[src/hdl/vibf_pkg.sv]
// Constants and types shared by the video input blanking and field flag block.
// Assumes one parallel video clock domain and a classic Wishbone register slave.
package vibf_pkg;

    localparam int           VIBF_DATA_W         = 10;
    localparam int           VIBF_WB_ADDR_W      = 8;

    // Register byte addresses.
    localparam logic [7:0]   VIBF_CTRL_ADDR      = 8'h00;
    localparam logic [7:0]   VIBF_STAT_ADDR      = 8'h04;

    // Control register fields and reset value.
    localparam int           VIBF_CTRL_AUTODET   = 0;
    localparam int           VIBF_CTRL_IOPROC    = 1;
    localparam logic [1:0]   VIBF_CTRL_RESET     = 2'h2;

    // Status register fields.
    localparam int           VIBF_STAT_FIELD     = 0;
    localparam int           VIBF_STAT_BLANK     = 1;
    localparam int           VIBF_STAT_TRSF      = 2;

    // Blanking levels for 10-bit video words.
    localparam logic [9:0]   VIBF_LUMA_BLANK     = 10'h040;
    localparam logic [9:0]   VIBF_CHROMA_BLANK   = 10'h200;

    // TRS preamble words and position of the field bit in the XYZ word.
    localparam logic [9:0]   VIBF_TRS_W0         = 10'h3ff;
    localparam logic [9:0]   VIBF_TRS_W1         = 10'h000;
    localparam int           VIBF_XYZ_FBIT       = 8;

    typedef enum logic [1:0] {
        VIBF_S_IDLE = 2'b00,
        VIBF_S_P1   = 2'b01,
        VIBF_S_P2   = 2'b11,
        VIBF_S_XYZ  = 2'b10
    } vibf_trs_e;

    function automatic logic vibf_is_word(input logic [9:0] w, input logic [9:0] ref_w);
        vibf_is_word = (w == ref_w);
    endfunction

endpackage

[src/hdl/vibf_wb_regs.sv]
// Classic Wishbone slave holding the control and status registers.
// Assumes a single-cycle master that holds the request until ack is seen.
`timescale 1ns/10ps
`default_nettype none
module vibf_wb_regs
    import vibf_pkg::*;
(
    input  wire logic                      clk_sys_i,
    input  wire logic                      nrst_i,
    input  wire logic                      ce_i,
    input  wire logic                      wb_cyc_i,
    input  wire logic                      wb_stb_i,
    input  wire logic                      wb_we_i,
    input  wire logic [VIBF_WB_ADDR_W-1:0] wb_adr_i,
    input  wire logic [3:0]                wb_sel_i,
    input  wire logic [31:0]               wb_dat_i,
    input  wire logic [2:0]                status_i,
    output logic      [31:0]               wb_dat_o,
    output logic                           wb_ack_o,
    output logic      [1:0]                ctrl_o
);

    logic [1:0]  ctrl_r, ctrl_nxt;
    logic        ack_r, ack_nxt;
    logic [31:0] dat_r, dat_nxt;
    logic        req;

    // Ack is given one cycle after the request and dropped the next cycle. A write
    // lands at the edge where ack stands, which is the edge the master acts on.
    always_comb
    begin
        req      = wb_cyc_i && wb_stb_i && !ack_r;
        ctrl_nxt = ctrl_r;
        ack_nxt  = req;
        dat_nxt  = 32'h0;
        if (wb_cyc_i && wb_stb_i && ack_r && wb_we_i && wb_sel_i[0] && wb_adr_i == VIBF_CTRL_ADDR)
        begin
            ctrl_nxt = wb_dat_i[1:0];
        end
        if (req && !wb_we_i)
        begin
            unique case (wb_adr_i)
                VIBF_CTRL_ADDR: dat_nxt = {30'h0, ctrl_r};
                VIBF_STAT_ADDR: dat_nxt = {29'h0, status_i};
                default:        dat_nxt = 32'h0;
            endcase
        end
    end

    always_ff @(posedge clk_sys_i or negedge nrst_i)
    begin
        if (!nrst_i)
        begin
            ctrl_r <= VIBF_CTRL_RESET;
            ack_r  <= 1'b0;
            dat_r  <= 32'h0;
        end
        else if (ce_i)
        begin
            ctrl_r <= ctrl_nxt;
            ack_r  <= ack_nxt;
            dat_r  <= dat_nxt;
        end
    end

    assign ctrl_o   = ctrl_r;
    assign wb_ack_o = ack_r;
    assign wb_dat_o = dat_r;

endmodule // vibf_wb_regs
`default_nettype wire

[src/hdl/vibf_skid.sv]
// Two-entry buffer with valid and ready on both sides.
// Assumes the drain side may stall at any time; no word is lost.
`timescale 1ns/10ps
`default_nettype none
module vibf_skid #(
    parameter int W = 20
) (
    input  wire logic         clk_sys_i,
    input  wire logic         nrst_i,
    input  wire logic         ce_i,
    input  wire logic         in_valid_i,
    input  wire logic [W-1:0] in_data_i,
    output logic              in_ready_o,
    output logic              out_valid_o,
    output logic      [W-1:0] out_data_o,
    input  wire logic         out_ready_i
);

    logic [W-1:0] mem_r [2];
    logic [W-1:0] mem_nxt [2];
    logic [1:0]   cnt_r, cnt_nxt;
    logic         push, pop;

    always_comb
    begin
        push       = in_valid_i && (cnt_r != 2'd2);
        pop        = out_ready_i && (cnt_r != 2'd0);
        mem_nxt[0] = mem_r[0];
        mem_nxt[1] = mem_r[1];
        cnt_nxt    = cnt_r;
        if (pop)
        begin
            mem_nxt[0] = mem_r[1];
        end
        if (push)
        begin
            if (cnt_r == 2'd0 || (cnt_r == 2'd1 && pop))
                mem_nxt[0] = in_data_i;
            else
                mem_nxt[1] = in_data_i;
        end
        cnt_nxt = cnt_r + {1'b0, push} - {1'b0, pop};
    end

    always_ff @(posedge clk_sys_i or negedge nrst_i)
    begin
        if (!nrst_i)
        begin
            mem_r[0] <= '0;
            mem_r[1] <= '0;
            cnt_r    <= 2'd0;
        end
        else if (ce_i)
        begin
            mem_r[0] <= mem_nxt[0];
            mem_r[1] <= mem_nxt[1];
            cnt_r    <= cnt_nxt;
        end
    end

    assign in_ready_o  = (cnt_r != 2'd2);
    assign out_valid_o = (cnt_r != 2'd0);
    assign out_data_o  = mem_r[0];

endmodule // vibf_skid
`default_nettype wire

[src/hdl/vibf_top.sv]
// Video input blanking and TRS field flag stage of a parallel video input.
// Assumes blank and field inputs are synchronous to clk_sys_i and a Wishbone master.
`timescale 1ns/10ps
`default_nettype none
module vibf_top
    import vibf_pkg::*;
#(
    parameter int DW = VIBF_DATA_W
) (
    input  wire logic                      clk_sys_i,
    input  wire logic                      nrst_i,
    input  wire logic                      ce_i,
    input  wire logic                      wb_cyc_i,
    input  wire logic                      wb_stb_i,
    input  wire logic                      wb_we_i,
    input  wire logic [VIBF_WB_ADDR_W-1:0] wb_adr_i,
    input  wire logic [3:0]                wb_sel_i,
    input  wire logic [31:0]               wb_dat_i,
    output logic      [31:0]               wb_dat_o,
    output logic                           wb_ack_o,
    input  wire logic                      vid_valid_i,
    input  wire logic [DW-1:0]             luma_i,
    input  wire logic [DW-1:0]             chroma_i,
    input  wire logic                      blank_n_i,
    input  wire logic                      field_i,
    output logic                           vid_ready_o,
    output logic                           vid_valid_o,
    output logic      [DW-1:0]             luma_o,
    output logic      [DW-1:0]             chroma_o,
    input  wire logic                      vid_ready_i
);

    logic [1:0]    ctrl;
    logic          autodet, ioproc;
    logic          take;
    logic [DW-1:0] luma_s, chroma_s;
    logic          in_ready;
    logic          out_valid;
    logic [2*DW-1:0] out_data;
    logic          blank_r, blank_nxt;
    logic          field_r, field_nxt;
    logic          trsf_r, trsf_nxt;
    vibf_trs_e     st_r, st_nxt;
    logic          vr_r, vv_r;
    logic [DW-1:0] lo_r, co_r;
    logic          vr_nxt, vv_nxt;
    logic [DW-1:0] lo_nxt, co_nxt;
    logic          out_ready, buf_pop;

    assign autodet = ctrl[VIBF_CTRL_AUTODET];
    assign ioproc  = ctrl[VIBF_CTRL_IOPROC];
    assign take    = vid_valid_i && vr_r;

    vibf_wb_regs u_regs (
        .clk_sys_i (clk_sys_i),
        .nrst_i    (nrst_i),
        .ce_i      (ce_i),
        .wb_cyc_i  (wb_cyc_i),
        .wb_stb_i  (wb_stb_i),
        .wb_we_i   (wb_we_i),
        .wb_adr_i  (wb_adr_i),
        .wb_sel_i  (wb_sel_i),
        .wb_dat_i  (wb_dat_i),
        .status_i  ({trsf_r, blank_r, field_r}),
        .wb_dat_o  (wb_dat_o),
        .wb_ack_o  (wb_ack_o),
        .ctrl_o    (ctrl)
    );

    // TRS tracking on the luma stream and word substitution on both streams. The field bit is
    // written only in XYZ words, so the preamble words are never disturbed.
    always_comb
    begin
        st_nxt    = st_r;
        blank_nxt = blank_r;
        field_nxt = field_r;
        trsf_nxt  = trsf_r;
        luma_s    = luma_i;
        chroma_s  = chroma_i;
        if (take)
        begin
            blank_nxt = !blank_n_i;
            field_nxt = field_i;
            unique case (st_r)
                VIBF_S_IDLE: st_nxt = vibf_is_word(luma_i, VIBF_TRS_W0) ? VIBF_S_P1 : VIBF_S_IDLE;
                VIBF_S_P1:   st_nxt = vibf_is_word(luma_i, VIBF_TRS_W1) ? VIBF_S_P2 : VIBF_S_IDLE;
                // Third preamble word seen: the next word is the XYZ word.
                VIBF_S_P2:   st_nxt = vibf_is_word(luma_i, VIBF_TRS_W1) ? VIBF_S_XYZ : VIBF_S_IDLE;
                VIBF_S_XYZ:
                begin
                    st_nxt = VIBF_S_IDLE;
                    if (!autodet && ioproc)
                    begin
                        luma_s[VIBF_XYZ_FBIT] = field_i;
                        trsf_nxt = field_i;
                    end
                end
            endcase
            // Blanking covers the whole line, ancillary spaces included; TRS words
            // are also blanked, which a later TRS inserter must regenerate.
            if (!blank_n_i)
            begin
                luma_s   = VIBF_LUMA_BLANK;
                chroma_s = VIBF_CHROMA_BLANK;
            end
            // Otherwise the words go on untouched, except the XYZ field bit when ioproc is set and autodet clear.
        end
    end

    always_ff @(posedge clk_sys_i or negedge nrst_i)
    begin
        if (!nrst_i)
        begin
            st_r    <= VIBF_S_IDLE;
            blank_r <= 1'b0;
            field_r <= 1'b0;
            trsf_r  <= 1'b0;
        end
        else if (ce_i)
        begin
            st_r    <= st_nxt;
            blank_r <= blank_nxt;
            field_r <= field_nxt;
            trsf_r  <= trsf_nxt;
        end
    end

    vibf_skid #(
        .W (2*DW)
    ) u_buf (
        .clk_sys_i   (clk_sys_i),
        .nrst_i      (nrst_i),
        .ce_i        (ce_i),
        .in_valid_i  (take),
        .in_data_i   ({luma_s, chroma_s}),
        .in_ready_o  (in_ready),
        .out_valid_o (out_valid),
        .out_data_o  (out_data),
        .out_ready_i (out_ready)
    );

    // Output flops form one more stage: a word stands until the sink takes it,
    // and the buffer hands over its head only when that stage is empty or drains.
    // Ready is worked out a cycle ahead from the buffer's fill, so it is exact
    // although it comes from a flop; a stale ready would let a word be lost.
    always_comb
    begin
        out_ready = !vv_r || vid_ready_i;
        buf_pop   = out_ready && out_valid;
        vv_nxt    = vv_r;
        lo_nxt    = lo_r;
        co_nxt    = co_r;
        vr_nxt    = !((!in_ready && !buf_pop) || (in_ready && out_valid && take && !buf_pop));
        if (out_ready)
        begin
            vv_nxt = out_valid;
            lo_nxt = out_data[2*DW-1:DW];
            co_nxt = out_data[DW-1:0];
        end
    end

    always_ff @(posedge clk_sys_i or negedge nrst_i)
    begin
        if (!nrst_i)
        begin
            vr_r <= 1'b0;
            vv_r <= 1'b0;
            lo_r <= '0;
            co_r <= '0;
        end
        else if (ce_i)
        begin
            vr_r <= vr_nxt;
            vv_r <= vv_nxt;
            lo_r <= lo_nxt;
            co_r <= co_nxt;
        end
    end

    assign vid_ready_o = vr_r;
    assign vid_valid_o = vv_r;
    assign luma_o      = lo_r;
    assign chroma_o    = co_r;

    a_blank_forces: assert property (@(posedge clk_sys_i) disable iff (!nrst_i)
        (ce_i && take && !blank_n_i) |-> (luma_s == VIBF_LUMA_BLANK && chroma_s == VIBF_CHROMA_BLANK))
        else $error("blanking value not applied");
    a_pass_through: assert property (@(posedge clk_sys_i) disable iff (!nrst_i)
        (take && blank_n_i && st_r != VIBF_S_XYZ) |-> (luma_s == luma_i && chroma_s == chroma_i))
        else $error("video word altered");
    a_field_bit_set: assert property (@(posedge clk_sys_i) disable iff (!nrst_i)
        (take && blank_n_i && st_r == VIBF_S_XYZ && !autodet && ioproc)
        |-> (luma_s[VIBF_XYZ_FBIT] == field_i))
        else $error("field bit wrong in TRS word");
    a_autodet_ignore: assert property (@(posedge clk_sys_i) disable iff (!nrst_i)
        (take && blank_n_i && autodet) |-> (luma_s == luma_i))
        else $error("field input used in autodetect");
    a_sample_field: assert property (@(posedge clk_sys_i) disable iff (!nrst_i)
        (ce_i && take) |=> (field_r == $past(field_i) && blank_r == !$past(blank_n_i)))
        else $error("controls not sampled");

endmodule // vibf_top
`default_nettype wire

[config.mk]
export PLATFORM = sky130hd
export DESIGN_NAME = vibf_top
export DESIGN_NICKNAME = d
export VERILOG_FILES = /design/src/hdl/vibf_pkg.sv /design/src/hdl/vibf_wb_regs.sv /design/src/hdl/vibf_skid.sv /design/src/hdl/vibf_top.sv
export SDC_FILE = /design/constraint.sdc
export NUM_CORES = 1
export LEC_CHECK = 0
export ABC_AREA = 1
export BUFFER_PORTS_ARGS = -buffer_cell sky130_fd_sc_hd__buf_2
export CELL_PAD_IN_SITES_DETAIL_PLACEMENT = 1
export CELL_PAD_IN_SITES_GLOBAL_PLACEMENT = 1
export CORE_MARGIN = 2
export CORE_UTILIZATION = 40
export CTS_BUF_LIST = sky130_fd_sc_hd__clkbuf_2 sky130_fd_sc_hd__clkbuf_4 sky130_fd_sc_hd__clkbuf_8
export CTS_CLUSTER_DIAMETER = 80
export DETAILED_ROUTE_END_ITERATION = 10
export PLACE_DENSITY_LB_ADDON = 0.1
export SLEW_MARGIN = 30
export SYNTH_ARGS = -nofsm -noshare
export SYNTH_HDL_FRONTEND = slang
export SYNTH_SLANG_ARGS = --single-unit
[constraint.sdc]
create_clock -name clk_sys_i -period 3.35 [get_ports clk_sys_i]
set_input_delay 0.67 -clock clk_sys_i [delete_from_list [all_inputs] [get_ports clk_sys_i]]
set_output_delay 0.67 -clock clk_sys_i [all_outputs]
set_load 0.02 [all_outputs]
[Yosys cells after proc, flatten, opt, wreduce, memory -nomap -nowiden]
Index checks and enable logic that the tools add are counted.
Storage, ports and cells
  register bits: 104
  input bits: 74
  output and inout bits: 55
Operators by class
  add/subtract/negate cells: 2
  equality and inequality tests: 7
  multiplexer cells: 16
  bitwise operators: 1
  reductions and logical operators: 37
Operators with widths (count)
  $mux W20: 3
  $mux W10: 4
  $mux W40: 1
  $mux W32: 1
  $logic_and A1 B1 Y1: 16
  $eq A10 B10 Y1 const B: 1
  $logic_not A10 Y1: 1
  $eq A8 B3 Y1 const B: 1
  $logic_not A1 Y1: 8
  $logic_not A8 Y1: 1
  $pmux W2 S4: 1
  $pmux W3 S2: 1
  $reduce_and A2 Y1: 3
  $eq A2 B1 Y1 const B: 2
  $eq A2 B2 Y1 const B: 2
  $logic_not A2 Y1: 2
  $mux W2: 2
  $reduce_and A4 Y1: 1
  $logic_or A1 B1 Y1: 3
  $mux W1: 3
  $reduce_and A3 Y1: 1
  $add A2 B1 Y2: 1
  $ne A2 B2 Y1 const B: 1
  $reduce_bool A2 Y1: 1
  2 further kinds: 2

[Longest topological paths before layout]
Gate-level depths: netlist of the first run.
  depth in word-level cells: 8
  mapped depth: 11
  mapped depth without buffers: 10

[Hierarchy]
A second synthesis of the first run with hierarchy kept.
Second synthesis, totals
  cells, all modules: 598
  area, all modules: 4377.9 um2
Modules (own cells, without submodules)
  vibf_skid: instances 1, cells each 329, area an instance 2474.9 um2
  vibf_top: instances 1, cells each 189, area an instance 1343.8 um2
  vibf_wb_regs: instances 1, cells each 80, area an instance 559.3 um2

[Least setup slack after synthesis of the first run]
OpenSTA, ideal clock, no wires.
  kind: input to register
  from: in vid_ready_i
  to: reg u_buf.cnt_r[1]
  setup time: 0.131 ns
  arrival time: 1.933 ns
  required time: 3.219 ns
  path slack: 1.286 ns
  cell stages on the path: 11
  path buffers: 1
  cells stage by stage: inv_1 > nand2_2 > nand2_4 > inv_2 > buf_6 > ha_1 > inv_1 > ha_1 > a21oi_1 > o21ai_0 > xor2_1
Between the ends
  word-level cells in the longest chain between the ends: 3
Ends and longest elaborated chain
  start, declared: RTL line vibf_top.sv:30  | input wire logic vid_ready_i
  $logic_or A1 B1 Y1: RTL line vibf_top.sv:148  | out_ready = !vv_r || vid_ready_i;
  $logic_and A1 B1 Y1: RTL line vibf_skid.sv:27  | pop = out_ready_i && (cnt_r != 2'd0);
  $sub A2 B1 Y2: RTL line vibf_skid.sv:42  | cnt_nxt = cnt_r + {1'b0, push} - {1'b0, pop};
  end signal, assigned: RTL line vibf_skid.sv:57  | cnt_r <= cnt_nxt;
  end, declared: RTL line vibf_skid.sv:21  | logic [1:0] cnt_r, cnt_nxt;
Every way passes these cells.
A chain may end at the register's enable or synchronous reset.

[Worst setup path after layout of the first run]
  from: reg u_buf.cnt_r[1]
  to: reg u_buf.cnt_r[1]
Between the ends
  word-level cells in the longest chain between the ends: 4
  elaborated cells on any way between the ends: 6
  classes of those cells: 2 x add/sub; 1 x eq/ne; 3 x reduce/logical
Ends and longest elaborated chain
  $ne A2 B2 Y1: RTL line vibf_skid.sv:26  | push = in_valid_i && (cnt_r != 2'd2);
  $logic_and A1 B1 Y1: RTL line vibf_skid.sv:26
  $add A2 B1 Y2: RTL line vibf_skid.sv:42
  $sub A2 B1 Y2 *: RTL line vibf_skid.sv:42
Every way passes the cells marked *; elsewhere a longest branch is shown, timed or not.

==> results of run 1 <==
==> flip-flops by register name (all words and copies together), names as in the netlist <==
name              flops
u_buf.cnt_r           2
vid_ready_o           1
luma_o               10
u_regs.wb_ack_o       1
st_r                  2
field_r               1
chroma_o             10
u_regs.wb_dat_o       3
u_buf.out_data_o     20
vid_valid_o           1
u_buf.mem_r          20
blank_r               1
trsf_r                1
u_regs.ctrl_o         2
==> layout by cell type, fill, tap and decap left out, drive strengths merged, types with 2 or more instances in the layout <==
cell	netlist	final
a21oi	4	4
buf	46	68
bufinv	0	3
clkbuf	2	10
conb	1	29
dfrtp	74	74
ha	2	2
inv	30	31
nand2	238	238
nand3	52	52
nand4	3	3
nor2	10	10
nor3	7	7
o21ai	30	30
==> worst min-delay path by stage <==
| stage | endpoint | start | slack, ns | cells past startpoint |
|---|---|---|---|---|
| floorplan | blank_r | nrst_i | 0.37 | 0 |
| global placement | chroma_o[4] | chroma_o[4] | 0.45 | 2 |
| detailed placement | chroma_o[7] | chroma_o[7] | 0.45 | 2 |
| CTS | chroma_o[1] | nrst_i | 0.37 | 1 |
| global route | chroma_o[1] | nrst_i | 0.38 | 1 |
| finish | chroma_o[1] | nrst_i | 0.33 | 1 |
==> worst max-delay path, stage by stage (launching register included) <==
cell and delay [ns]:
dfrtp_1 0.42, inv_2 0.12, nand2_4 0.10, nand2_4 0.23, inv_2 0.26, ha_1 0.36, inv_1 0.04, ha_1 0.20
a21oi_1 0.14, o21ai_0 0.12, xor2_1 0.15
==> cell type report <==
| type | count | area (um2) | share of cell area |
|---|---|---|---|
| Clock inverter | 6 | 111.4 | 0.02530 |
| Inverter | 30 | 112.6 | 0.02558 |
| Timing Repair Buffer | 68 | 351.6 | 0.07987 |
| Sequential cell | 75 | 1878 | 0.4267 |
| Tap cell | 129 | 161.4 | 0.03667 |
| Multi-Input combinational cell | 379 | 1649 | 0.3746 |
| Clock buffer | 10 | 137.6 | 0.03127 |
==> power by group through the flow <==
stage | Combinational (W) | Sequential [W] | Clock, W
after detailed placement | 0.00151 | 0.00153 | 0
final | 0.00150 | 0.00151 | 0.000875
after global placement | 0.00145 | 0.00151 | 0
after floorplan | 0.00101 | 0.00164 | 0
after global routing | 0.00172 | 0.00156 | 0.000937
after CTS | 0.00152 | 0.00151 | 0.000898
==> layer usage <==
metal | vias up | global-route usage | wire (um)
met5 | - | 0 | 0
met1 | 1675 | 0.2582 | 4538
met3 | 4 | 0.04241 | 383
li1 | 1643 | - | -
met2 | 71 | 0.3613 | 5105
met4 | 0 | 0.05436 | 74
==> stage by stage <==
step,area (um2),util
3_5_place_dp,4153,0.4452
2_1_floorplan,3974,-
5_1_grt,4402,0.4719
3_3_place_gp,4149,0.4448
4_1_cts,4402,0.4719
6_report,4402,0.4719
==> cell families (layout without fill, tap and decap cells) <==
group                      count (synthesis)  in the layout  share of synthesized area
DFF                                       75             75                     0.4854
other                                      1             29                  0.0009693
xor gates and xnor gates                   1              1                   0.002264
buffers and inverters                     78            114                     0.1155
adders and majority gates                  2              2                   0.006467
and+or+nand+nor                          312            312                     0.3409
AOI/OAI and AO/OA                         35             35                    0.04851
==> results.md, run 1 <==
- Most frequent cells after synthesis: nand2_1, dfrtp_1, nand3_1
- Post-CTS setup buffers: 0
- DP Cell Count: 681
- Top_reg_cell synth: dfrtp_1
- Pwr Total: approximately 0.004 W
- Fmax: approximately 0.44 GHz
- Critical Path Fanout Max: 20
- Share of the synthesized area in the top cell type: 0.4787
- DP HPWL: 6664 um
- Critical Path RT: approximately 3.6 ns
- Most frequent cell after synthesis: nand2_1
- Num ports: roughly 130
- Worst Max-Slew Pin Slew: between 0.8 and 0.9 ns
- Diodes inserted: 0
- WS Path Type: flop to flop
- Peak supply drop: about 0.0003 V
- Vias: 3393
- #FFs+latches synth: between 70 and 80
- Critical path capture point type: flop
- Slew Limit Fails: 0
- Share of post-route cells with drive strength above 1: 0.1778
- Asr flop ratio synth: 1.000
- Mapped cell area: 3869 um2
- GR Overflow Total: 0
- Pre-Repair DR Iteration Count: 4
- CTS Root Cell: clkbuf_8
- Final period utilization: 0.6771
- Internal power: between 0.002 and 0.0025 W
- Cell area power density: ~880 nW/um2
- Area leader, netlist: dfrtp_1
- Worst hold slack: 0.3270 ns
- Hold_buf cts: 0
- Die X-Extent: 102.3 um
- Total die area: approximately 10000 um2
- Worst r2r path cells: 10
- Max Cap Viol: 0
- Worst r2r src: u_buf.cnt_r[1]
- Cts bufs inserted: 9
- Worst EP arrival: between 2 and 3 ns
- Largest net degree at the start of global routing: between 70 and 80
- Final setup violation count: 0
- Synthesis Warnings: 0
- CTS H-tree lvls: 3
- Final net count: between 600 and 700
- Rel. slew slack: 0.4585
- Chip height: around 100 um
- Yosys cell types: 27
- Reg-to-reg slack, setup: between 1 and 1.5 ns
- Sequential area share after synthesis: 0.4854
- Core Box Area: 9328 um2
- Total Routing Usage GR: 0.2057
- Critical Path Sink: u_buf.cnt_r[1]
- Unrepaired setup endpoints after global routing: no
- Sum Neg Setup Slack: 0 ns
- Clock insertion delay at the later pin of the skew report: approximately 0.34 ns
- Worst-path clk slew: 0.08 ns
- Dpl ws: between 0.7 and 0.8 ns
- CTS tree: done
- Final worst slack: 1.082 ns
- Mean post-synth cell area: 7.676 um2
- Iteration-0 DRC Markers: 122
- Wire per inst: about 14 um
- Clk pwr share: 0.225
- Hold Fails Final Rpt: 0
- Port Buffers: 66
- Top cells by area, synth: dfrtp_1, nand2_1, nand3_1, buf_4, o21ai_1
- Initial antenna violation count: 0
- Initial Utilization: 0.4148
- Vias per cell: ~5
- Comb power frac: 0.386
- Final cell count without fillers: 697
- EDFF count, synth: 0
- Synth-to-layout area growth: 13.78%
- Sw power: about 0.0016 W
- Switching share of total power: 0.4125
- Max Clock Skew: 0.01256 ns
- Vias in the first global route: between 3000 and 4000
- Worst setup path start: u_buf.cnt_r[1]
- Static leakage: roughly 2.5 nW
- Post-CTS Resized: 0
- Final min period: between 2 and 2.5 ns
- Worst reg2reg path endpoint: u_buf.cnt_r[1]
- Status: complete, no violations
- Number of fill cells: ~1200
- Clock buffer depth: 2
- Cells after Synth: around 500
- Worst Hold Class: input port to async pin
- Total Wirelength: ~10000 um
- GP Congestion: roughly 0.8
- Sequential share of power: 0.389
- Global-route wire length before repair: 16600 um
- DRC viols: 0
- Antenna-violating nets left: 0
- CTS sink count: 75
- Site Rows: 35
- CP startpoint kind: flop
No activity file was read; power rests on OpenSTA's default activity.
==> inputs of run 2 (changes only) <==
--- a/config.mk
+++ b/config.mk
@@ -5,12 +5,12 @@
 export SDC_FILE = /design/constraint.sdc
 export NUM_CORES = 1
 export LEC_CHECK = 0
-export ABC_AREA = 1
+export ABC_AREA = 0
 export BUFFER_PORTS_ARGS = -buffer_cell sky130_fd_sc_hd__buf_2
 export CELL_PAD_IN_SITES_DETAIL_PLACEMENT = 1
 export CELL_PAD_IN_SITES_GLOBAL_PLACEMENT = 1
 export CORE_MARGIN = 2
-export CORE_UTILIZATION = 40
+export CORE_UTILIZATION = 36
 export CTS_BUF_LIST = sky130_fd_sc_hd__clkbuf_2 sky130_fd_sc_hd__clkbuf_4 sky130_fd_sc_hd__clkbuf_8
 export CTS_CLUSTER_DIAMETER = 80
 export DETAILED_ROUTE_END_ITERATION = 10
==> constraint.sdc (replaced) <==
create_clock -name clk_sys_i -period 1.8 [get_ports clk_sys_i]
set_input_delay 0.36 -clock clk_sys_i [delete_from_list [all_inputs] [get_ports clk_sys_i]]
set_output_delay 0.36 -clock clk_sys_i [all_outputs]
set_load 0.02 [all_outputs]
==> run 2 against run 1 <==
Cell area up 3.0%; flip-flop and latch count unchanged; power up 99%; sequential share of layout area down 1.2 points; die area up 8.4%; synthesized area down 2.1%; global-route usage down 5.1 points; clock skew down 0.00080 ns; core utilization down 3.1 points; register-to-register slack worse by 0.96 ns; critical path type unchanged; critical endpoint unchanged.
==> results.md, run 2 <==
- Switching share of total power: 0.3439 (-0.06861)
- Seq. cell area: 1879 um2 (about the same)
- Max Cap Viol: 0 (unchanged)
- Top_reg_cell synth: dfrtp_1
- Hold_buf cts: 0 (unchanged)
- GP Congestion: 0.7345 (-5.9%)
- Slew Limit Fails: 0 (unchanged)
- Share of post-route cells with drive strength above 1: 0.4165 (+0.2386)
- CTS sink count: 75 (unchanged)
- Synth-to-layout area growth: 19.80%
- #FFs+latches synth: 75 (unchanged)
- Hold Fails Final Rpt: 0 (unchanged)
- Number of fill cells: 1193 (-3.2%)
- Core Box Area: 10280 um2 (+10%)
- Max incr delay on CP: 0.48 ns (+0.06 ns)
- Cts bufs inserted: 9 (unchanged)
- Sum Neg Setup Slack: 0 ns (unchanged)
- Status: complete, no violations
- Port Buffers: 66 (unchanged)
- Most common cell after layout, fill and taps aside: dfrtp_1
- Critical path's slowest cell: dfrtp_1
- Total die area: 11350 um2 (+8.4%)
- Total Routing Usage GR: 0.1551 (-0.05054)
- Final setup violation count: 0 (unchanged)
- Yosys cell types: 44 (+63%)
- Vias: 2658 (-22%)
- Critical Path Fanout Max: 6 (-70%)
- Crit-path most repeated cell: ha_1
- Mean post-synth cell area: 11.37 um2 (+48%)
- Most frequent cell after synthesis: dfrtp_1
- Family with the most delay on the worst path: flip-flops
- Worst r2r path cells: 8 (-2)
- Top cells by area, synth: dfrtp_1, mux2_2, a2bb2oi_2, buf_4, nand2_1
- GR Overflow Total: 0 (unchanged)
- Worst EP arrival: 1.91 ns (-0.59 ns)
- Critical path, cell by cell: nor2_2 > nor2_1 > ha_1 > inv_1 > ha_1 > xor2_1 > nand2_1 > xnor2_1
- CTS Root Cell: clkbuf_8
- Mapped cell area: 3786 um2 (-2.1%)
- Sequential share of power: 0.370 (-0.019)
- Clk pwr share: 0.210 (-0.015)
- DRC viols: 0 (unchanged)
- Post-CTS Resized: 0 (unchanged)
- WS Path Type: flop to flop
- Iteration-0 DRC Markers: 49 (-60%)
- Fmax: 0.5941 GHz (+35%)
- Synthesis Warnings: 0 (unchanged)
- Area leader, netlist: dfrtp_1
- Worst-path clk slew: 0.08 ns (about the same)
- Unrepaired setup endpoints after global routing: no
- Final period utilization: 0.9352 (+0.2581)
- Commonest non-fill, non-tap cells in the layout: dfrtp_1, buf_2, nand2_1
- EDFF count, synth: 0 (unchanged)
- CP startpoint kind: flop
- Clock insertion delay at the later pin of the skew report: 0.35 ns (about the same)
- Worst reg2reg path endpoint: u_buf.cnt_r[1]
- Vias per cell: 4.842 (-0.54%)
- Asr flop ratio synth: 1.000 (unchanged)
- Cells after Synth: 333 (-34%)
- DP Cell Count: 533 (-22%)
- Die X-Extent: 106.6 um (+4.1%)
- Share of the synthesized area in the top cell type: 0.4891 (+0.01044)
- Internal power: 0.005076 W (+120%)
- Largest net degree at the start of global routing: 76 (unchanged)
- Sequential area share after synthesis: 0.4960 (+0.01059)
- Final net count: 485 (-24%)
- Worst r2r src: u_buf.cnt_r[1]
- Peak supply drop: 0.0006814 V (+130%)
- Comb power frac: 0.420 (+0.034)
- Clock buffer depth: 2 (unchanged)
- Worst Hold Class: input port to async pin
- Num ports: 129 (unchanged)
- Static leakage: 2.087 nW (-15%)
- Initial antenna violation count: 0 (unchanged)
- Diodes inserted: 0 (unchanged)
- Pre-Repair DR Iteration Count: 4 (unchanged)
- Global-route wire length before repair: 13710 um (-17%)
- Site Rows: 37 (+5.7%)
- Final min period: 1.683 ns (-0.5850 ns)
- Post-CTS setup buffers: 0 (unchanged)
- Max Clock Skew: 0.01176 ns (-0.0007958 ns)
- CTS tree: done
- Final cell count without fillers: 549 (-21%)
- Vias in the first global route: 2685 (-22%)
- CTS H-tree lvls: 3 (unchanged)
- DP HPWL: 5890 um (-12%)
- Cell area power density: 1706 nW/um2 (+93%)
- Critical path capture point type: flop
- Wire per inst: 15.45 um (+6.6%)
- Total Wirelength: 8481 um (-16%)
- Antenna-violating nets left: 0 (unchanged)
- Most frequent cells after synthesis: dfrtp_1, nand2_1, mux2_2
- Multi-input gate area: 1673 um2 (+1.4%)
- Critical Path RT: 2.02 ns (-1.56 ns)
- Sw power: 0.002660 W (+66%)
- Initial Utilization: 0.3684 (-0.04636)
- Reg-to-reg slack, setup: 0.12 ns (-0.96 ns)
- Chip height: 106.6 um (+4.1%)
- Bufs and invs on worst path: 1 (-2)
-- run 2: cell families (layout without fill, tap and decap cells) --
kind of cell	count (synthesis)	in the layout	share of synthesized area
DFF	75	75	0.4960
muxes	47	47	0.1388
xor gates and xnor gates	2	2	0.004627
adders and majority gates	2	2	0.006608
AOI/OAI and AO/OA	55	55	0.1325
and+or+nand+nor	97	97	0.1266
buffers and inverters	54	106	0.09386
other	1	29	0.0009905
-- run 2: area by class of cell --
type                            count  area share
Clock inverter                      4     0.02152
Clock buffer                       11     0.03338
Timing Repair Buffer               86      0.1203
Sequential cell                    75      0.4143
Tap cell                          136     0.03752
Inverter                            5    0.004138
Multi-Input combinational cell    232      0.3688
-- run 2: worst max path at each step --
| stage | start | to | slack, ns | cells after the start |
|---|---|---|---|---|
| 6_report | u_buf.cnt_r[1] | u_buf.cnt_r[1] | 0.12 | 8 |
| 5_1_grt | u_buf.cnt_r[1] | u_buf.cnt_r[1] | 0.01 | 8 |
| 4_1_cts | u_buf.cnt_r[1] | u_buf.cnt_r[1] | 0.09 | 8 |
| 3_5_place_dp | vid_ready_i | u_buf.cnt_r[1] | 0.03 | 9 |
| 3_3_place_gp | vid_ready_i | u_buf.cnt_r[1] | 0.08 | 9 |
| 2_1_floorplan | vid_valid_o | u_buf.cnt_r[1] | 0.02 | 10 |
-- run 2: routing by layer --
layer | vias to the layer above | GRT usage | wire length [um]
li1 | 1263 | - | -
met1 | 1317 | 0.2077 | 3940
met2 | 67 | 0.2546 | 4031
met3 | 11 | 0.02514 | 394
met4 | 0 | 0.05566 | 116
met5 | - | 0 | 0
-- run 2: per-stage QoR --
step / worst slack (ns) / util / hold WS (ns) / instance area [um2] / power (W)
2_1_floorplan: 0.01734 / - / 0.06441 / 3909 / 0.005326
5_1_grt: 0.01231 / 0.4413 / 0.05213 / 4536 / 0.008262
4_1_cts: 0.09327 / 0.4406 / 0.03505 / 4528 / 0.007851
3_5_place_dp: 0.03177 / 0.4164 / 0.4160 / 4279 / 0.006197
3_3_place_gp: 0.07999 / 0.4164 / 0.4188 / 4279 / 0.006099
6_report: 0.1167 / 0.4413 / 0.01536 / 4536 / 0.007736
-- run 2: power by group through the flow --
stage | Clock (W) | Combinational, W | Sequential (W)
floorplan | 0 | 0.00219 | 0.00313
global placement | 0 | 0.00323 | 0.00287
detailed placement | 0 | 0.00329 | 0.00291
CTS | 0.00168 | 0.00330 | 0.00287
global route | 0.00173 | 0.00356 | 0.00297
finish | 0.00162 | 0.00325 | 0.00286
